`config.mk`:
```
export PLATFORM = sky130hd
export DESIGN_NAME = nci_cmd_if
export DESIGN_NICKNAME = d
export VERILOG_FILES = /design/src/shared/nci_pkg.sv /design/src/nci_cmd_if.sv
export VERILOG_INCLUDE_DIRS = /design/src /design/src/shared
export SDC_FILE = /design/constraint.sdc
export NUM_CORES = 1
export LEC_CHECK = 0
export BUFFER_PORTS_ARGS = -buffer_cell sky130_fd_sc_hd__buf_2
export CAP_MARGIN = 30
export CELL_PAD_IN_SITES_DETAIL_PLACEMENT = 1
export CELL_PAD_IN_SITES_GLOBAL_PLACEMENT = 1
export CORE_MARGIN = 5
export CORE_UTILIZATION = 46
export DETAILED_ROUTE_END_ITERATION = 10
export PLACE_DENSITY = 0.91
export SLEW_MARGIN = 25
export SYNTH_ARGS = -nofsm -noshare
export SYNTH_HDL_FRONTEND = slang
export SYNTH_SLANG_ARGS = --single-unit
export TNS_END_PERCENT = 5
```
`constraint.sdc`:
```
create_clock -name mclk_i -period 5.8 [get_ports mclk_i]
set_clock_uncertainty 0.15 [all_clocks]
set_input_delay 0.58 -clock mclk_i [delete_from_list [all_inputs] [get_ports mclk_i]]
set_output_delay 0.58 -clock mclk_i [all_outputs]
set_load 0.03 [all_outputs]
```
`src/shared/nci_consts.svh`:
```
// Offsets, field positions, command codes and reset values for the NVM command interface
`ifndef NCI_CONSTS_SVH
`define NCI_CONSTS_SVH

// Register offsets on the byte-wide register port
`define NCI_OFS_INDEX     3'h0
`define NCI_OFS_STATUS    3'h1
`define NCI_OFS_PA_PROT   3'h2
`define NCI_OFS_DA_PROT   3'h3
`define NCI_OFS_OBJ_HI    3'h4
`define NCI_OFS_OBJ_LO    3'h5

// Status register fields
`define NCI_ST_COMMAND_COMPLETE_FLAG       7
`define NCI_ST_ACCESS_ERROR_FLAG     5
`define NCI_ST_PROTECTION_VIOLATION_FLAG     4
`define NCI_ST_MG1        1
`define NCI_ST_MG0        0

// Protect register fields
`define NCI_PA_LOW_OFF    0
`define NCI_PA_HIGH_OFF   1
`define NCI_PA_OPEN       2
`define NCI_DA_OPEN       7

// Command object words
`define NCI_OBJ_WORDS     6
`define NCI_IDX_CMD       3'h0
`define NCI_IDX_ADDR      3'h1
`define NCI_IDX_COUNT     3'h2

// Command codes
`define NCI_CMD_EVB       8'h02
`define NCI_CMD_ERA_ALL   8'h08
`define NCI_CMD_ERA_BLK   8'h09
`define NCI_CMD_UNSECURE  8'h0B
`define NCI_CMD_USR_MRG   8'h0D
`define NCI_CMD_FLD_MRG   8'h0E
`define NCI_CMD_EV_DSEC   8'h10
`define NCI_CMD_PROG_D    8'h11
`define NCI_CMD_ERA_SEC   8'h12
`define NCI_CMD_EV_PSEC   8'h03

// Block selection code for the data array
`define NCI_SEL_DATA      2'h0

// Data array address window (global address)
`define NCI_DA_BASE       18'h04000
`define NCI_DA_END        18'h04800

// Reset values
`define NCI_RST_INDEX     3'h0
`define NCI_RST_PROT      3'h0
`define NCI_RST_MARGIN    2'h0
`define NCI_MARGIN_NORMAL 2'h0
`define NCI_RD_ZERO       8'h00
`define NCI_WORD_ZERO     16'h0000

`endif

```
`src/shared/nci_pkg.sv`:
```
// Types for the NVM command interface
package nci_pkg;

  typedef enum logic [1:0] {
    NCI_IDLE,
    NCI_CHECK,
    NCI_EXEC
  } nci_state_t;

  // Request toward the array engine
  typedef struct packed {
    logic        valid;
    logic [7:0]  cmd;
    logic [17:0] addr;
    logic [15:0] count;
    logic [1:0]  block_sel;
    logic        data_array;
    logic [1:0]  margin;
  } nci_op_t;

  // Answer from the array engine
  typedef struct packed {
    logic        done;
    logic        read_err;
    logic        uncorr_err;
    logic        blank_fail;
    logic        result_we;
    logic [2:0]  result_idx;
    logic [15:0] result;
  } nci_rsp_t;

  typedef logic [15:0] nci_word_t;

endpackage : nci_pkg

```
`src/nci_cmd_if.sv`:
```
// NVM command front end: command object, launch, lock, checks and status
`timescale 1ns/100ps
`include "nci_consts.svh"

////////////////////////////////////////////////////////////////////////////////
module nci_cmd_if #(
  parameter int OBJ_WORDS = `NCI_OBJ_WORDS
) (
  input  wire logic              mclk_i,
  input  wire logic              reset_i,
  input  wire logic [2:0]        reg_addr_i,
  input  wire logic [7:0]        reg_wdata_i,
  input  wire logic              reg_wr_i,
  input  wire logic              reg_rd_i,
  output logic      [7:0]        reg_rdata_o,
  input  wire logic              special_mode_i,
  input  wire nci_pkg::nci_rsp_t op_rsp_i,
  output nci_pkg::nci_op_t       op_req_o,
  output logic                   pa_read_ok_o,
  output logic                   da_margin_read_o
);

  ////////////////////////////////////////////////////////////////////////////////
  // State

  typedef struct packed {
    nci_pkg::nci_state_t                         st;
    logic [2:0]                                  idx;
    logic [OBJ_WORDS-1:0][15:0]                  obj;
    logic                                        command_complete_flag;
    logic                                        access_error_flag;
    logic                                        protection_violation_flag;
    logic                                        mg1;
    logic                                        mg0;
    logic [2:0]                                  pa_prot;
    logic                                        da_open;
    logic [1:0]                                  margin;
    logic [7:0]                                  rdata;
    nci_pkg::nci_op_t                            op;
    logic                                        pa_read_ok;
    logic                                        da_margin;
  } nci_regs_t;

  nci_regs_t state_r;
  nci_regs_t state_nxt;

  ////////////////////////////////////////////////////////////////////////////////
  // Elaboration checks

  if (OBJ_WORDS <= `NCI_IDX_COUNT) begin : g_words_low
    $error("object array too small for the count word");
  end

  if (OBJ_WORDS > `NCI_OBJ_WORDS) begin : g_words_high
    $error("object array larger than the implemented words");
  end

  ////////////////////////////////////////////////////////////////////////////////
  // Helpers

  function automatic logic cmd_known(input logic [7:0] c);
    case (c)
      `NCI_CMD_EVB,
      `NCI_CMD_EV_PSEC,
      `NCI_CMD_ERA_ALL,
      `NCI_CMD_ERA_BLK,
      `NCI_CMD_UNSECURE,
      `NCI_CMD_USR_MRG,
      `NCI_CMD_FLD_MRG,
      `NCI_CMD_EV_DSEC,
      `NCI_CMD_PROG_D,
      `NCI_CMD_ERA_SEC: cmd_known = 1'b1;
      default:          cmd_known = 1'b0;
    endcase
  endfunction : cmd_known

  function automatic logic in_data_array(input logic [17:0] a);
    in_data_array = (a >= `NCI_DA_BASE) && (a < `NCI_DA_END);
  endfunction : in_data_array

  // Commands that must target the data array window
  function automatic logic data_cmd(input logic [7:0] c);
    case (c)
      `NCI_CMD_EV_DSEC,
      `NCI_CMD_PROG_D,
      `NCI_CMD_ERA_SEC: data_cmd = 1'b1;
      default:          data_cmd = 1'b0;
    endcase
  endfunction : data_cmd

  // Margin setting commands
  function automatic logic margin_cmd(input logic [7:0] c);
    margin_cmd = (c == `NCI_CMD_USR_MRG) || (c == `NCI_CMD_FLD_MRG);
  endfunction : margin_cmd

  // Commands that erase both arrays
  function automatic logic mass_cmd(input logic [7:0] c);
    mass_cmd = (c == `NCI_CMD_ERA_ALL) || (c == `NCI_CMD_UNSECURE);
  endfunction : mass_cmd

  // Program array reads may run beside data margin read, program, sector erase
  function automatic logic pa_read_allowed(input logic [7:0] c, input logic [1:0] m);
    case (c)
      `NCI_CMD_PROG_D,
      `NCI_CMD_ERA_SEC: pa_read_allowed = 1'b1;
      `NCI_CMD_EVB,
      `NCI_CMD_EV_DSEC: pa_read_allowed = (m != `NCI_MARGIN_NORMAL);
      default:          pa_read_allowed = 1'b0;
    endcase
  endfunction : pa_read_allowed

  ////////////////////////////////////////////////////////////////////////////////
  // Next state

  logic [7:0]  cur_cmd;
  logic [17:0] cur_addr;
  logic        wr_idx_ok;
  logic        launch;
  logic        acc_bad;
  logic        prot_bad;
  logic        all_open;
  logic [1:0]  cur_sel;
  logic        da_target;

  always_comb begin
    state_nxt = state_r;
    cur_cmd   = state_r.obj[`NCI_IDX_CMD][15:8];
    cur_addr  = {state_r.obj[`NCI_IDX_CMD][1:0], state_r.obj[`NCI_IDX_ADDR]};
    cur_sel   = state_r.obj[`NCI_IDX_CMD][1:0];
    da_target = (cur_cmd == `NCI_CMD_EVB)
              ? (cur_sel == `NCI_SEL_DATA)
              : in_data_array(cur_addr);
    wr_idx_ok = (state_r.idx < 3'(OBJ_WORDS));
    launch    = 1'b0;
    acc_bad   = 1'b0;
    prot_bad  = 1'b0;
    all_open  = state_r.pa_prot[`NCI_PA_LOW_OFF] & state_r.pa_prot[`NCI_PA_HIGH_OFF]
              & state_r.pa_prot[`NCI_PA_OPEN] & state_r.da_open;
    state_nxt.rdata = `NCI_RD_ZERO;

    // Register reads, data one cycle later
    if (reg_rd_i) begin
      case (reg_addr_i)
        `NCI_OFS_INDEX:   state_nxt.rdata = {5'h00, state_r.idx};
        `NCI_OFS_STATUS: begin
          state_nxt.rdata[`NCI_ST_COMMAND_COMPLETE_FLAG]   = state_r.command_complete_flag;
          state_nxt.rdata[`NCI_ST_ACCESS_ERROR_FLAG] = state_r.access_error_flag;
          state_nxt.rdata[`NCI_ST_PROTECTION_VIOLATION_FLAG] = state_r.protection_violation_flag;
          state_nxt.rdata[`NCI_ST_MG1]    = state_r.mg1;
          state_nxt.rdata[`NCI_ST_MG0]    = state_r.mg0;
        end
        `NCI_OFS_PA_PROT: state_nxt.rdata = {5'h00, state_r.pa_prot};
        `NCI_OFS_DA_PROT: state_nxt.rdata[`NCI_DA_OPEN] = state_r.da_open;
        `NCI_OFS_OBJ_HI: begin
          if (wr_idx_ok) begin
            state_nxt.rdata = state_r.obj[state_r.idx][15:8];
          end else begin
            state_nxt.rdata = `NCI_RD_ZERO;
          end
        end
        `NCI_OFS_OBJ_LO: begin
          if (wr_idx_ok) begin
            state_nxt.rdata = state_r.obj[state_r.idx][7:0];
          end else begin
            state_nxt.rdata = `NCI_RD_ZERO;
          end
        end
        default:          state_nxt.rdata = `NCI_RD_ZERO;
      endcase
    end

    // Register writes
    if (reg_wr_i) begin
      case (reg_addr_i)
        `NCI_OFS_INDEX:   state_nxt.idx = reg_wdata_i[2:0];
        `NCI_OFS_STATUS: begin
          if (reg_wdata_i[`NCI_ST_ACCESS_ERROR_FLAG]) begin
            state_nxt.access_error_flag = 1'b0;
          end
          if (reg_wdata_i[`NCI_ST_PROTECTION_VIOLATION_FLAG]) begin
            state_nxt.protection_violation_flag = 1'b0;
          end
          if (reg_wdata_i[`NCI_ST_COMMAND_COMPLETE_FLAG] && state_r.command_complete_flag && !state_r.access_error_flag && !state_r.protection_violation_flag) begin
            launch = 1'b1;
          end
        end
        `NCI_OFS_PA_PROT: begin
          if (state_r.command_complete_flag) begin
            state_nxt.pa_prot = reg_wdata_i[2:0];
          end
        end
        `NCI_OFS_DA_PROT: begin
          if (state_r.command_complete_flag) begin
            state_nxt.da_open = reg_wdata_i[`NCI_DA_OPEN];
          end
        end
        `NCI_OFS_OBJ_HI: begin
          if (state_r.command_complete_flag && wr_idx_ok) begin
            state_nxt.obj[state_r.idx][15:8] = reg_wdata_i;
          end
        end
        `NCI_OFS_OBJ_LO: begin
          if (state_r.command_complete_flag && wr_idx_ok) begin
            state_nxt.obj[state_r.idx][7:0] = reg_wdata_i;
          end
        end
        default: ;
      endcase
    end

    // Command sequencing
    case (state_r.st)
      nci_pkg::NCI_IDLE: begin
        state_nxt.command_complete_flag = 1'b1;
        if (launch) begin
          state_nxt.command_complete_flag = 1'b0;
          state_nxt.mg1  = 1'b0;
          state_nxt.mg0  = 1'b0;
          state_nxt.st   = nci_pkg::NCI_CHECK;
        end
      end

      nci_pkg::NCI_CHECK: begin
        if (!cmd_known(cur_cmd)) begin
          acc_bad = 1'b1;
        end
        if (cur_cmd == `NCI_CMD_EVB && state_r.idx != `NCI_IDX_CMD) begin
          acc_bad = 1'b1;
        end
        if (cur_cmd == `NCI_CMD_FLD_MRG && !special_mode_i) begin
          acc_bad = 1'b1;
        end
        if (data_cmd(cur_cmd) && !in_data_array(cur_addr)) begin
          acc_bad = 1'b1;
        end
        if (cur_cmd == `NCI_CMD_ERA_ALL && !all_open) begin
          prot_bad = 1'b1;
        end
        if (cur_cmd == `NCI_CMD_ERA_BLK && in_data_array(cur_addr) && !state_r.da_open) begin
          prot_bad = 1'b1;
        end
        state_nxt.op.cmd        = cur_cmd;
        state_nxt.op.addr       = cur_addr;
        state_nxt.op.count      = state_r.obj[`NCI_IDX_COUNT];
        state_nxt.op.block_sel  = cur_sel;
        state_nxt.op.margin     = state_r.margin;
        state_nxt.op.data_array = da_target;
        if (acc_bad) begin
          state_nxt.access_error_flag = 1'b1;
          state_nxt.command_complete_flag   = 1'b1;
          state_nxt.st     = nci_pkg::NCI_IDLE;
        end else if (prot_bad) begin
          state_nxt.protection_violation_flag = 1'b1;
          state_nxt.command_complete_flag   = 1'b1;
          state_nxt.st     = nci_pkg::NCI_IDLE;
        end else begin
          state_nxt.op.valid = 1'b1;
          state_nxt.st       = nci_pkg::NCI_EXEC;
        end
      end

      nci_pkg::NCI_EXEC: begin
        if (op_rsp_i.done) begin
          state_nxt.op.valid = 1'b0;
          state_nxt.command_complete_flag     = 1'b1;
          state_nxt.st       = nci_pkg::NCI_IDLE;
          if (op_rsp_i.result_we && op_rsp_i.result_idx < 3'(OBJ_WORDS)) begin
            state_nxt.obj[op_rsp_i.result_idx] = op_rsp_i.result;
          end
          if (margin_cmd(state_r.op.cmd)) begin
            state_nxt.margin = state_r.obj[`NCI_IDX_ADDR][1:0];
          end
          if (mass_cmd(state_r.op.cmd)) begin
            state_nxt.margin = `NCI_MARGIN_NORMAL;
          end
          state_nxt.mg1 = op_rsp_i.read_err | op_rsp_i.uncorr_err | op_rsp_i.blank_fail;
          state_nxt.mg0 = op_rsp_i.uncorr_err | op_rsp_i.blank_fail;
        end
      end

      default: begin
        state_nxt.st   = nci_pkg::NCI_IDLE;
        state_nxt.command_complete_flag = 1'b1;
      end
    endcase

    // Simultaneous operation grant
    state_nxt.pa_read_ok = (state_nxt.st == nci_pkg::NCI_IDLE)
                         || (state_nxt.op.valid && state_nxt.op.data_array
                             && pa_read_allowed(state_nxt.op.cmd, state_nxt.op.margin));
    state_nxt.da_margin  = (state_nxt.margin != `NCI_MARGIN_NORMAL);
  end

  ////////////////////////////////////////////////////////////////////////////////
  // Registers

  always_ff @(posedge mclk_i or posedge reset_i) begin
    if (reset_i) begin
      state_r            <= '0;
      state_r.st         <= nci_pkg::NCI_IDLE;
      state_r.idx        <= `NCI_RST_INDEX;
      state_r.command_complete_flag       <= 1'b1;
      state_r.pa_prot    <= `NCI_RST_PROT;
      state_r.margin     <= `NCI_RST_MARGIN;
      state_r.pa_read_ok <= 1'b1;
    end else begin
      state_r <= state_nxt;
    end
  end

  ////////////////////////////////////////////////////////////////////////////////
  // Outputs

  assign reg_rdata_o      = state_r.rdata;
  assign op_req_o         = state_r.op;
  assign pa_read_ok_o     = state_r.pa_read_ok;
  assign da_margin_read_o = state_r.da_margin;

endmodule : nci_cmd_if

```
# Yosys cells after proc, flatten, opt, wreduce, memory -nomap -nowiden
# Memory sizes are Yosys's and may differ from the RTL's.
# Cells that the tools add are included.
# op_classes
n_mux	72
eq_ne	25
order_cmp	8
reduce_logical	42
bitwise_logic	6
# op_table
op	count
two-way mux 96 bit	5
bitwise mux 96 bit	3
case mux 96 bit (2 select lines)	1
demux 16 bit (select 3 bit)	3
two-way mux 97 bit	1
equality test 8 x 4 -> 1 bit, second input constant	7
binary-select mux 16 bit (select 3 bit)	1
equality test 8 x 5 -> 1 bit, second input constant	6
two-way mux 16 bit	3
two-way mux 47 bit	1
two-way mux 8 bit	4
two-way mux 1 bit	27
two-way mux 2 bit	13
>= comparator 18 x 15 -> 1 bit, second input constant	1
< comparator 18 x 15 -> 1 bit, second input constant	1
equality test 8 x 2 -> 1 bit, second input constant	2
logical AND 1 bit	16
case mux 2 bit (3 select lines)	2
case mux 2 bit (5 select lines)	1
AND reduction 3 bit	3
< comparator 3 x 4 -> 1 bit, second input constant	2
case mux 2 bit (4 select lines)	1
equality test 3 x 2 -> 1 bit, second input constant	2
equality test 3 bit, second input constant	2
22 further kinds	45
# totals
input_bits	40
out_inout_bits	58
elab_cells	180
mem_bits_ro	32
register_bits	170
memories	1
# memory_table
memory	depth	word_bits	rd	rd_clocked_by_memory_dff	wr	line	rtl
(no name shown)	32	1	1	0	0	nci_cmd_if.sv:62	case (c)

# Logic depth before layout (Yosys ltp)
# Gate-level depths: netlist (run 1).
# depth
ltp_word	14
ltp_mapped	9

# Worst setup path after synthesis (run 1)
# No wires, ideal clock.
# synth_timing
path_type	input to register
from	input reg_addr_i[2]
to	register state_r[65] (netlist bit)
setup_time_ns	0.083
path_buffers	1
required_time_ns	5.567
slack_ns	3.756
path_stages	6
arrival_ns	1.812
path_cell_list	buf_4 > nor3b_1 > nand4_1 > a21oi_1 > o311ai_0 > o21ai_0
# synth_via
elab_chain_len	5
# synth_lines
element	line	rtl
start, declared	nci_cmd_if.sv:11	input wire logic [2:0] reg_addr_i,
equality test 3 x 1 -> 1 bit	nci_cmd_if.sv:174	case (reg_addr_i)
two-way mux 1 bit	nci_cmd_if.sv:174	
two-way mux 1 bit	nci_cmd_if.sv:173	if (reg_wr_i) begin
inequality test 2 bit (no line)	--	
AND reduction 3 bit (no line)	--	
end signal, assigned	nci_cmd_if.sv:307	state_r <= state_nxt;
end, declared	nci_cmd_if.sv:44	nci_regs_t state_r;
# Every way passes these cells.
# A chain may end at the register's enable or synchronous reset.

==> results.txt, run 1 <==
Most used DFF post-synth: sky130_fd_sc_hd__dfrtp_1
Worst R2R Setup Slack: 2.94 ns
Max Transition Viols Final: 0
Worst slew margin relative to its limit: 48.53%
Utilization of the core after routing: 51.43%
Layout Cells excl Fill: 1251
Critical path fanouts, max: 42
Clock network latency to the later pin of the worst-skew pair: 0.44 ns
Row cnt: 51
Net count after synthesis: 1002
Most frequent cell after synthesis: sky130_fd_sc_hd__dfrtp_1
Critical path capture point type: flop
Reg-to-reg endpoint: pa_read_ok_o
Highest ir drop seen on vdd: 0.2585 mV
Post-synthesis area per instance: 9.608 um2
Most area-consuming cells after synthesis: sky130_fd_sc_hd__dfrtp_1 45%, sky130_fd_sc_hd__mux2_2 6.5%, sky130_fd_sc_hd__mux2i_1 6.3%
Cell leakage power: 4.635 nW
Netlist cell types: 68
Fraction of final layout cells sized beyond drive strength 1: 23.53%
Kind of critical path: flop to flop
Portion of synthesized cell area occupied by the leading cell type: 45.37%
Die Outline Area: 0.02283 mm2
Data required, critical path: 6.01 ns
Origin of the critical flop-to-flop path: state_r[169]
Wire length per cell: 25.28 um
Net count, final: 1022
Proportion of synthesized chip area in sequential cells: 45.94%
Area of all placed cells without fillers: 0.01004 mm2
Die extent in x: 151.1 um
Outcome: complete, no violations
Placed cell area: 0.009407 mm2
Class of the most critical hold timing path: primary input to async pin
Global-route wire length before repair: 47.92 mm
Dpl hpwl: 21.90 mm
Clock Root Buffer: sky130_fd_sc_hd__clkbuf_16
Via count of the first global-routing pass: 8225
Diode insertion count for antenna repair: 0
Number of H-tree levels: 4
Input/output buffers: 97
Synth Instances: 953
Total negative setup slack: 0 ns
Resize count post-CTS: 0
Total power density per cell area: 488.0 mW/mm2
RSZ-0062 raised after global routing: false
Final clock period utilization by the worst path: 49.23%
Total chip power: 0.004900 W
First-pass DRT Iterations: 5
Pin slew with the least headroom to its limit: 0.7613 ns
Count of endpoints failing hold in the final timing report: 0
I/O pin count: 98
Initial Util: 46.89%
Critical Path AT: 3.06 ns
Total overflow reported by the global router: 0
Number of enable flip-flop cells after synthesis: 0
Std-Cell Core Area: 0.01953 mm2
Post-layout min period: 2.855 ns
P&R area growth vs syn: 9.674%
Detailed Route WL: 31.63 mm
Antenna violations before repair: 1
Routability congestion estimate: 0.9633
Number of hold buffers added after cts: 0
Post-CTS setup repair buffer count: 0
Number of register bits inferred by synthesis: 168
Via total after detailed routing: 7846
Commonest cells in the netlist: 166 x sky130_fd_sc_hd__dfrtp_1, 116 x sky130_fd_sc_hd__nor2_1, 107 x sky130_fd_sc_hd__nand2_1
Clock sink count: 168
Maximum clock rate: 350.2 MHz
Number of maximum-capacitance constraint violations: 0
Global-route total usage across every layer: 28.25%
Post-synthesis cell area: 0.009156 mm2
Post-synth top area cell: sky130_fd_sc_hd__dfrtp_1
Number of warnings issued by yosys: 0
Startpoint Class: flop
Largest net degree at the start of global routing: 72
Worst R2R Path Depth: 9
Vias per Instance: 6.272
CTS tree: done
Post-route antenna net violation count: 0
Setup violation total in the final timing report: 0
Clk pin slew, worst setup/hold paths: 0.07 ns
Share of flip-flops with an asynchronous set or reset after synthesis: 100.0%
Drt drc: 0
Number of buffers between clock root and the deepest sink: 2
Vert. Die Dim: 151.1 um
Initial detailed-routing violation count: 739
CTS Buf Count: 17
Post-Place Cells: 1218
sequential cells by signal, indices dropped and copies added, names as in the netlist:
| name | flops |
|---|---|
| state_r | 86 |
| op_req_o | 46 |
| cur_addr | 18 |
| cur_cmd | 8 |
| reg_rdata_o | 8 |
| da_margin_read_o | 1 |
| pa_read_ok_o | 1 |
metal layers:
layer | share of wire (%) | vias up | global-route usage (%)
met4 | 5.2 | 2 | 13.92
met1 | 38 | 3904 | 35.23
met3 | 9.7 | 142 | 6.523
met2 | 48 | 451 | 46.26
met5 | 0.035 | - | 0
li1 | - | 3347 | -
cells in the final DEF (no fill, tap or decap), types with 6 or more instances in the layout:
| cell type | count |
|---|---|
| sky130_fd_sc_hd__a21oi_1 | 101 |
| sky130_fd_sc_hd__a22o_1 | 9 |
| sky130_fd_sc_hd__a22oi_1 | 11 |
| sky130_fd_sc_hd__a31oi_1 | 8 |
| sky130_fd_sc_hd__and2_1 | 6 |
| sky130_fd_sc_hd__buf_2 | 97 |
| sky130_fd_sc_hd__buf_4 | 9 |
| sky130_fd_sc_hd__clkbuf_16 | 17 |
| sky130_fd_sc_hd__dfrtp_1 | 165 |
| sky130_fd_sc_hd__ha_1 | 8 |
| sky130_fd_sc_hd__inv_1 | 11 |
| sky130_fd_sc_hd__mux2_2 | 53 |
| sky130_fd_sc_hd__mux2i_1 | 58 |
| sky130_fd_sc_hd__mux4_2 | 8 |
| sky130_fd_sc_hd__nand2_1 | 107 |
| sky130_fd_sc_hd__nand2b_1 | 6 |
| sky130_fd_sc_hd__nand3_1 | 17 |
| sky130_fd_sc_hd__nor2_1 | 114 |
| sky130_fd_sc_hd__nor3_1 | 7 |
| sky130_fd_sc_hd__o21ai_0 | 74 |
worst max path at each step:
stage / from / endpoint / cells after the start
after floorplan: reset_i / cur_addr[0] / 1
after global placement: reg_addr_i[2] / state_r[112] / 6
final: state_r[169] / pa_read_ok_o / 9
after detailed placement: reg_addr_i[2] / state_r[143] / 6
after global routing: state_r[169] / pa_read_ok_o / 9
after CTS: state_r[166] / state_r[124] / 6
layout make-up:
| cell class | count | area [um2] |
|---|---|---|
| repair buffers | 108 | 584.3 |
| well taps | 265 | 331.6 |
| flip-flops and latches | 168 | 4208 |
| fillers | 2253 | 9484 |
| clock buffers | 18 | 439.2 |
| clock inverters | 14 | 170.2 |
| inverters | 12 | 50.05 |
| multi-input cells | 666 | 4259 |
stage by stage:
stage	setup WS, ns	hold WS, ns
after global placement	2.677	0.3341
after CTS	2.791	0.03370
after floorplan	0.5266	0.3320
after detailed placement	2.538	0.3405
after global routing	2.770	0.06090
final	2.945	0.02667
critical path: stages (launching register included):
cell	delay [ns]
sky130_fd_sc_hd__dfrtp_1	0.40
sky130_fd_sc_hd__inv_1	0.12
sky130_fd_sc_hd__ha_2	0.42
sky130_fd_sc_hd__buf_4	0.53
sky130_fd_sc_hd__nor3_1	0.14
sky130_fd_sc_hd__a21oi_1	0.20
sky130_fd_sc_hd__a21oi_1	0.10
sky130_fd_sc_hd__a2111oi_0	0.42
sky130_fd_sc_hd__nand3_1	0.14
sky130_fd_sc_hd__o22ai_1	0.15
power by group:
part           internal (W)  total, W  switching (W)
clock              0.000691   0.00120       0.000510
combinational      0.000664   0.00167        0.00101
sequential          0.00159   0.00203       0.000437
cells by family (layout without fill, tap and decap cells):
logic type                 count (synthesis)  in the layout  synth area share, %
adders and majority gates                  9              9                1.230
DFF                                      168            168                45.94
xor gates and xnor gates                   1              1              0.09567
and+or+nand+nor                          301            301                15.14
AOI/OAI and AO/OA                        236            236                14.95
buffers and inverters                    119            152                7.816
muxes                                    119            119                14.83
Power figures use the tool's default switching activity.
==> run 2: changes to the inputs <==
Settings changed: ABC_AREA set to 1, CORE_UTILIZATION 46 to 40, PLACE_DENSITY 0.91 to 0.88.
Clock period 5.8 ns to 2.5 ns, I/O delays scaled along.
==> run 2 against run 1 <==
Against the previous run: synthesized cell count is 34% higher; critical path depth stayed put; the flow now finishes with violations (negative setup slack); sequential power is 130% higher; die area is 21% higher; sequential share of layout area is 3.6 points lower; via count is 27% higher; core utilization is 6.0 points lower; synthesized area is 6.9% higher; clock-buffer cell count is 1 higher; global-route usage is 1.3 points lower.
==> results.txt, run 2 <==
Net count, final: 1372 (was 1022)
CTS Buf Count: 17 (unchanged)
Fraction of final layout cells sized beyond drive strength 1: 15.77% (was 23.53%)
I/O pin count: 98 (unchanged)
Post-synthesis share of cell area spent on and, or, nand and nor gates: 15.18% (was 15.14%)
Global-route wire length before repair: 59.07 mm (was 47.92 mm)
Depth of the critical timing path with buffers and inverters included: 9 (unchanged)
Post-synthesis cell area: 0.009789 mm2 (was 0.009156 mm2)
Worst R2R Path Depth: 9 (unchanged)
Post-synthesis area per instance: 7.648 um2 (was 9.608 um2)
Std-Cell Core Area: 0.02418 mm2 (was 0.01953 mm2)
Clock network latency to the later pin of the worst-skew pair: 0.44 ns (about the same)
Cell family contributing the most delay on the critical path: buffers and inverters (was compound AO/OA/AOI/OAI gates)
Area fraction in compound gates after synthesis: 26.41% (was 14.95%)
Dpl hpwl: 27.20 mm (was 21.90 mm)
Total chip power: 0.01326 W (was 0.004900 W)
Crit-path cells: inv_2 > nor2_1 > nand2_1 > nand2_1 > o21ai_2 > nor2_4 > o211ai_1 > dlygate4sd3_1 > o21ai_0 (was inv_1 > ha_2 > buf_4 > nor3_1 > a21oi_1 > a21oi_1 > a2111oi_0 > nand3_1 > o22ai_1)
Via total after detailed routing: 9988 (was 7846)
Worst slack at placement: 0.03639 ns (was 2.538 ns)
Die extent in x: 166.4 um (was 151.1 um)
Max Transition Viols Final: 0 (unchanged)
Net count after synthesis: 1329 (was 1002)
Number of maximum-capacitance constraint violations: 0 (unchanged)
Filler Cell Count: 3006 (was 2253)
Count of endpoints failing hold in the final timing report: 0 (unchanged)
Setup violation total in the final timing report: 1 (was 0)
Drt drc: 0 (unchanged)
Critical path fanouts, max: 9 (was 42)
Number of H-tree levels: 4 (unchanged)
Maximum clock rate: 392.8 MHz (was 350.2 MHz)
Clock sink count: 168 (unchanged)
Total overflow reported by the global router: 0 (unchanged)
CTS tree: done (unchanged)
Class of the most critical hold timing path: primary input to flop (was primary input to async pin)
Commonest cells in the netlist: 228 x sky130_fd_sc_hd__nand2_1, 169 x sky130_fd_sc_hd__o21ai_0, 166 x sky130_fd_sc_hd__dfrtp_1 (was 166 x sky130_fd_sc_hd__dfrtp_1, 116 x sky130_fd_sc_hd__nor2_1, 107 x sky130_fd_sc_hd__nand2_1)
Detailed Route WL: 38.54 mm (was 31.63 mm)
First-pass DRT Iterations: 5 (unchanged)
Placed cell area: 0.01026 mm2 (was 0.009407 mm2)
Vert. Die Dim: 166.4 um (was 151.1 um)
Initial Util: 40.49% (was 46.89%)
Die Outline Area: 0.02770 mm2 (was 0.02283 mm2)
Data required, critical path: 2.69 ns (was 6.01 ns)
Worst slew margin relative to its limit: 57.25% (was 48.53%)
Clk pin slew, worst setup/hold paths: 0.07 ns (about the same)
Global-route total usage across every layer: 26.92% (was 28.25%)
Slowest cell on the critical path: sky130_fd_sc_hd__dfstp_2 (was sky130_fd_sc_hd__buf_4)
Number of warnings issued by yosys: 0 (unchanged)
Input/output buffers: 97 (unchanged)
Routability congestion estimate: 0.9679 (was 0.9633)
Kind of critical path: flop to flop (unchanged)
Wire length per cell: 23.27 um (was 25.28 um)
Flip-flop count of the largest register after layout: 86 (unchanged)
Commonest non-fill, non-tap cells in the layout: 228 x sky130_fd_sc_hd__nand2_1, 169 x sky130_fd_sc_hd__o21ai_0, 166 x sky130_fd_sc_hd__dfrtp_1 (was 165 x sky130_fd_sc_hd__dfrtp_1, 114 x sky130_fd_sc_hd__nor2_1, 107 x sky130_fd_sc_hd__nand2_1)
Mux share of post-synthesis cell area: 0.1150% (was 14.83%)
Total power density per cell area: 1206 mW/mm2 (was 488.0 mW/mm2)
Register name with the most flops: state_r (unchanged)
Cell leakage power: 5.336 nW (was 4.635 nW)
Post-synth top area cell: sky130_fd_sc_hd__dfrtp_1 (unchanged)
Netlist cell types: 36 (was 68)
Xor and xnor area share after synthesis: 0% (was 0.09565%)
P&R area growth vs syn: 12.30% (was 9.674%)
Number of buffers and inverters on the critical path: 2 (unchanged)
Worst hold-check slack: 0.0005182 ns (was 0.02667 ns)
Vias per Instance: 6.031 (was 6.272)
Most area-consuming cells after synthesis: sky130_fd_sc_hd__dfrtp_1 42%, sky130_fd_sc_hd__nand2_1 8.7%, sky130_fd_sc_hd__o21ai_0 8.6% (was sky130_fd_sc_hd__dfrtp_1 45%, sky130_fd_sc_hd__mux2_2 6.5%, sky130_fd_sc_hd__mux2i_1 6.3%)
Clock Root Buffer: sky130_fd_sc_hd__clkbuf_16 (unchanged)
Portion of synthesized cell area occupied by the leading cell type: 42.43% (was 45.37%)
Worst Setup Slack, final: -0.04564 ns (was 2.945 ns)
Number of enable flip-flop cells after synthesis: 0 (unchanged)
Post-route antenna net violation count: 0 (unchanged)
Pin slew with the least headroom to its limit: 0.6398 ns (was 0.7613 ns)
Via count of the first global-routing pass: 10230 (was 8225)
Area of all placed cells without fillers: 0.01099 mm2 (was 0.01004 mm2)
Total negative setup slack: -0.04564 ns (was 0 ns)
Highest ir drop seen on vdd: 0.4947 mV (was 0.2585 mV)
Violated checks: negative setup slack
Initial detailed-routing violation count: 1117 (was 739)
Row cnt: 57 (was 51)
Synth Instances: 1280 (was 953)
Adder-cell area share of the yosys netlist: 1.150% (was 1.230%)
Diode insertion count for antenna repair: 0 (unchanged)
Share of flip-flops with an asynchronous set or reset after synthesis: 100.0% (unchanged)
Crit-path max cell delay: 0.64 ns (was 0.53 ns)
Critical Path AT: 2.74 ns (was 3.06 ns)
Critical path capture point type: flop (unchanged)
Number of buffers between clock root and the deepest sink: 2 (unchanged)
Number of register bits inferred by synthesis: 168 (unchanged)
Most frequent standard cell in the layout excluding fill and tap cells: sky130_fd_sc_hd__nand2_1 (was sky130_fd_sc_hd__dfrtp_1)
RSZ-0062 raised after global routing: true (was false)
Cell seen most often among critical-path stages: sky130_fd_sc_hd__nand2_1 (was sky130_fd_sc_hd__a21oi_1)
Most used DFF post-synth: sky130_fd_sc_hd__dfrtp_1 (unchanged)
Most frequent cell after synthesis: sky130_fd_sc_hd__nand2_1 (was sky130_fd_sc_hd__dfrtp_1)
Final clock period utilization by the worst path: 101.8% (was 49.23%)
Proportion of synthesized chip area in sequential cells: 42.97% (was 45.94%)
Number of cells on the worst hold path: 3
Outcome: finished with violations (was complete, no violations)
Largest family of logic cells by synthesized area: compound AO/OA/AOI/OAI gates (was simple AND/OR/NAND/NOR gates)
Antenna violations before repair: 0 (was 1)
Startpoint Class: flop (unchanged)
Largest net degree at the start of global routing: 67 (was 72)
Post-layout min period: 2.546 ns (was 2.855 ns)
run 2: changes by cell type in the layout (fill, tap and decap cells not counted), sizes merged, moves of 9 or more:
cell | previous run | this run
a21oi | 102 | 147
a22o | 9 | 0
a22oi | 11 | 39
buf | 108 | 135
dlygate4sd3 | 0 | 12
inv | 15 | 162
mux2 | 53 | 1
mux2i | 58 | 0
nand2 | 109 | 235
nor2 | 117 | 68
o211ai | 1 | 12
o21ai | 78 | 180
o22ai | 5 | 68
run 2: logic make-up (layout without fill, tap and decap cells):
| family | Yosys count | in the layout |
|---|---|---|
| compound gates | 465 | 465 |
| fa+ha+maj | 9 | 9 |
| buf+inv | 289 | 341 |
| flops | 168 | 168 |
| mux | 1 | 1 |
| simple gates | 348 | 348 |
run 2: through the flow:
step,instances,util (%)
after floorplan,1280,-
after global routing,1656,45.47
after global placement,1614,42.43
final,1656,45.47
after detailed placement,1614,42.43
after CTS,1654,45.33
run 2: per-layer routing:
| metal | global-route usage (%) | vias to the layer above | routed length, um |
|---|---|---|---|
| met5 | 0 | - | 0 |
| met4 | 13.52 | 0 | 1912 |
| met3 | 5.120 | 128 | 3432 |
| met2 | 43.15 | 581 | 17840 |
| met1 | 34.97 | 4940 | 15360 |
| li1 | - | 4339 | - |
run 2: report_power, final:
group          internal [W]  switching, W
clock               0.00160       0.00115
sequential          0.00386      0.000806
combinational       0.00188       0.00397
run 2: area by class of cell:
cell class,instances,area (um2),share of cell area [%]
Multi-Input combinational cell,823,4213,38.32
Tap cell,324,405.4,3.688
Timing Repair Buffer,147,953.4,8.673
Inverter,165,626.9,5.702
Timing Repair inverter,1,7.507,0.06829
Clock buffer,19,452.9,4.120
Clock inverter,9,127.6,1.161
Sequential cell,168,4207,38.27
run 2: tightest hold or removal path, cell delays in order:
cell and delay, ns:
sky130_fd_sc_hd__buf_2 0.09, sky130_fd_sc_hd__o31ai_1 0.07, sky130_fd_sc_hd__a21oi_1 0.13
run 2: worst paths after layout:
check / start / end / slack (ns)
min in group asynchronous: reset_i / cur_addr[11] / 0.16
hold / removal: op_rsp_i[20] / state_r[65] / 0.0005
max in group asynchronous: reset_i / state_r[68] / 1.37
setup reg to reg: state_r[68] / state_r[64] / -0.05
setup / recovery: state_r[68] / state_r[64] / -0.05
hold reg to reg: op_req_o[5] / op_req_o[5] / 0.32
run 2: repair_timing:
action,in CTS,in global routing
endpoints found under the setup margin,0,18
hold buffers,12,0
hold endpoints to repair,158,0
gates resized for setup,0,6
buffers inserted,0,1
==> run 3: changes to the inputs <==
--- a/config.mk
+++ b/config.mk
@@ -21,2 +21 @@
 export SYNTH_SLANG_ARGS = --single-unit
-export TNS_END_PERCENT = 5
==> constraint.sdc (replaced) <==
create_clock -name mclk_i -period 2.5 [get_ports mclk_i]
set_clock_uncertainty 0.15 [all_clocks]
set_input_delay 0.125 -clock mclk_i [delete_from_list [all_inputs] [get_ports mclk_i]]
set_output_delay 0.125 -clock mclk_i [all_outputs]
set_load 0.03 [all_outputs]
==> run 3 against run 2 <==
Against the previous run: the flow now finishes without violations; global-route usage rose by 0.13 points; sequential share of layout area fell by 0.42 points; setup slack improved by 0.13 ns; flip-flop and latch count did not move; register-to-register slack improved by 0.13 ns; highest routed layer unchanged.
==> results.txt, run 3 (synthesis gave the netlist of run 2 again) <==
Commonest non-fill, non-tap cells in the layout: 228 x sky130_fd_sc_hd__nand2_1, 169 x sky130_fd_sc_hd__o21ai_0, 166 x sky130_fd_sc_hd__dfrtp_1 (unchanged)
Die extent in x: 166.4 um (unchanged)
Fraction of final layout cells sized beyond drive strength 1: 15.74% (was 15.77%)
Clock sink count: 168 (unchanged)
Cell family contributing the most delay on the critical path: simple AND/OR/NAND/NOR gates (was buffers and inverters)
Via count of the first global-routing pass: 10100 (was 10230)
Max Transition Viols Final: 0 (unchanged)
Total negative setup slack: 0 ns (was -0.04564 ns)
Die Outline Area: 0.02770 mm2 (unchanged)
Total chip power: 0.01319 W (was 0.01326 W)
Post-layout min period: 2.420 ns (was 2.546 ns)
Critical Path End: reg_rdata_o[2] (was state_r[64])
CTS Buf Count: 17 (unchanged)
Flip-flop count of the largest register after layout: 86 (unchanged)
Worst R2R Path Depth: 10 (was 9)
Most frequent standard cell in the layout excluding fill and tap cells: sky130_fd_sc_hd__nand2_1 (unchanged)
Net count, final: 1383 (was 1372)
Global-route wire length before repair: 59.11 mm (was 59.07 mm)
Total overflow reported by the global router: 0 (unchanged)
Critical path capture point type: flop (unchanged)
Number of buffers between clock root and the deepest sink: 2 (unchanged)
Crit-path cells: nor2_1 > nand2_1 > buf_4 > o22ai_1 > inv_1 > nand4_1 > nand2_1 > nand3b_1 > nand2_1 > inv_1 (was inv_2 > nor2_1 > nand2_1 > nand2_1 > o21ai_2 > nor2_4 > o211ai_1 > dlygate4sd3_1 > o21ai_0)
Worst R2R Setup Slack: 0.08 ns (was -0.05 ns)
Number of buffers and inverters on the critical path: 3 (was 2)
Pin slew with the least headroom to its limit: 0.5974 ns (was 0.6398 ns)
I/O pin count: 98 (unchanged)
Register name with the most flops: state_r (unchanged)
Dpl hpwl: 26.83 mm (was 27.20 mm)
Slowest cell on the critical path: sky130_fd_sc_hd__dfrtp_1 (was sky130_fd_sc_hd__dfstp_2)
Number of maximum-capacitance constraint violations: 0 (unchanged)
Routability congestion estimate: 0.9649 (was 0.9679)
Maximum clock rate: 413.2 MHz (was 392.8 MHz)
Std-Cell Core Area: 0.02418 mm2 (unchanged)
CTS tree: done (unchanged)
Vert. Die Dim: 166.4 um (unchanged)
Cell seen most often among critical-path stages: sky130_fd_sc_hd__nand2_1 (unchanged)
Global-route total usage across every layer: 27.05% (was 26.92%)
Post-route antenna net violation count: 0 (unchanged)
Clock network latency to the later pin of the worst-skew pair: 0.45 ns (was 0.44 ns)
Critical Path AT: 2.65 ns (was 2.74 ns)
Filler Cell Count: 3011 (was 3006)
Drt drc: 0 (unchanged)
Seq. cell area: 0.004207 mm2 (unchanged)
RSZ-0062 raised after global routing: false (was true)
Vias per Instance: 5.986 (was 6.031)
Number of cells on the worst hold path: 4 (was 3)
Count of endpoints failing hold in the final timing report: 0 (unchanged)
Clock Root Buffer: sky130_fd_sc_hd__clkbuf_16 (unchanged)
Cell leakage power: 5.388 nW (was 5.336 nW)
P&R area growth vs syn: 13.55% (was 12.30%)
First-pass DRT Iterations: 5 (unchanged)
Worst setup path startpoint: state_r[166] (was state_r[68])
Largest net degree at the start of global routing: 101 (was 67)
Setup violation total in the final timing report: 0 (was 1)
Startpoint Class: flop (unchanged)
Outcome: complete, no violations (was finished with violations)
Initial Util: 40.49% (unchanged)
Total power density per cell area: 1186 mW/mm2 (was 1206 mW/mm2)
Diode insertion count for antenna repair: 0 (unchanged)
Kind of critical path: flop to flop (unchanged)
Multi-input combinational cell area: 0.004210 mm2 (was 0.004213 mm2)
Wire length per cell: 22.94 um (was 23.27 um)
Critical path fanouts, max: 13 (was 9)
Reg-to-reg endpoint: reg_rdata_o[2] (was state_r[64])
Worst slew margin relative to its limit: 60.17% (was 57.25%)
Clk pin slew, worst setup/hold paths: 0.07 ns (about the same)
Detailed Route WL: 38.34 mm (was 38.54 mm)
Via total after detailed routing: 10000 (was 9988)
Class of the most critical hold timing path: primary input to flop (unchanged)
Row cnt: 57 (unchanged)
Data required, critical path: 2.73 ns (was 2.69 ns)
Number of H-tree levels: 4 (unchanged)
Highest ir drop seen on vdd: 0.5179 mV (was 0.4947 mV)
Input/output buffers: 97 (unchanged)
Initial detailed-routing violation count: 1299 (was 1117)
Origin of the critical flop-to-flop path: state_r[166] (was state_r[68])
Antenna violations before repair: 0 (unchanged)
Crit-path max cell delay: 0.50 ns (was 0.64 ns)
Final clock period utilization by the worst path: 96.81% (was 101.8%)
Depth of the critical timing path with buffers and inverters included: 10 (was 9)
-- run 3: metrics by stage --
step | cells | instance area (um2) | worst slack [ns] | hold WS, ns | utilization, %
floorplan | 1280 | 9793 | 0.08589 | 0.07887 | -
global placement | 1610 | 10220 | 0.2806 | 0.1902 | 42.26
detailed placement | 1610 | 10220 | 0.1458 | 0.1915 | 42.26
CTS | 1668 | 11050 | 0.1105 | 0.004154 | 45.72
global route | 1671 | 11120 | 0.006380 | 0.02861 | 45.98
finish | 1671 | 11120 | 0.07976 | 0.0002622 | 45.98
-- run 3: worst min-delay path by stage --
stage	end	slack (ns)	start
after floorplan	reg_rdata_o[0]	0.08	reg_rd_i
after global placement	cur_addr[4]	0.19	reset_i
after detailed placement	op_req_o[6]	0.19	reset_i
after CTS	op_req_o[47]	0.004	op_rsp_i[23]
after global routing	op_req_o[47]	0.03	op_rsp_i[23]
final	op_req_o[47]	0.0003	op_rsp_i[23]
-- run 3: what timing repair did --
action / in CTS / in global routing
endpoints found under the setup margin: 0 / 17
resized for setup: 0 / 7
hold endpoints to repair: 210 / 0
hold buffers: 26 / 0
setup buffers: 0 / 1
-- run 3: cell type report --
type,instances,share of cell area [%]
inverter,165,5.673
tap,324,3.647
timing repair buffer,158,9.703
clock buffer,22,4.356
clock inverter,10,0.8330
multi-input combinational,823,37.88
sequential,168,37.84
timing repair inverter,1,0.06754
-- run 3: power breakdown --
group | internal (W) | total [W] | switching [W]
Sequential | 0.00386 | 0.00466 | 0.000795
Clock | 0.00148 | 0.00267 | 0.00119
Combinational | 0.00189 | 0.00586 | 0.00397
-- run 3: routing by layer --
metal	routed length, um	vias to the layer above	GRT usage, %
met5	0	-	0
li1	-	4352	-
met4	1757	0	12.95
met3	3290	104	4.622
met2	17910	570	43.31
met1	15380	4977	35.81
-- run 3: worst register-to-register path, cell delays in order, from the launching register on --
cell and delay [ns]:
sky130_fd_sc_hd__dfrtp_1 0.50, sky130_fd_sc_hd__nor2_1 0.25, sky130_fd_sc_hd__nand2_1 0.39, sky130_fd_sc_hd__buf_4 0.32, sky130_fd_sc_hd__o22ai_1 0.24, sky130_fd_sc_hd__inv_1 0.08
sky130_fd_sc_hd__nand4_1 0.08, sky130_fd_sc_hd__nand2_1 0.11, sky130_fd_sc_hd__nand3b_1 0.13, sky130_fd_sc_hd__nand2_1 0.05, sky130_fd_sc_hd__inv_1 0.05
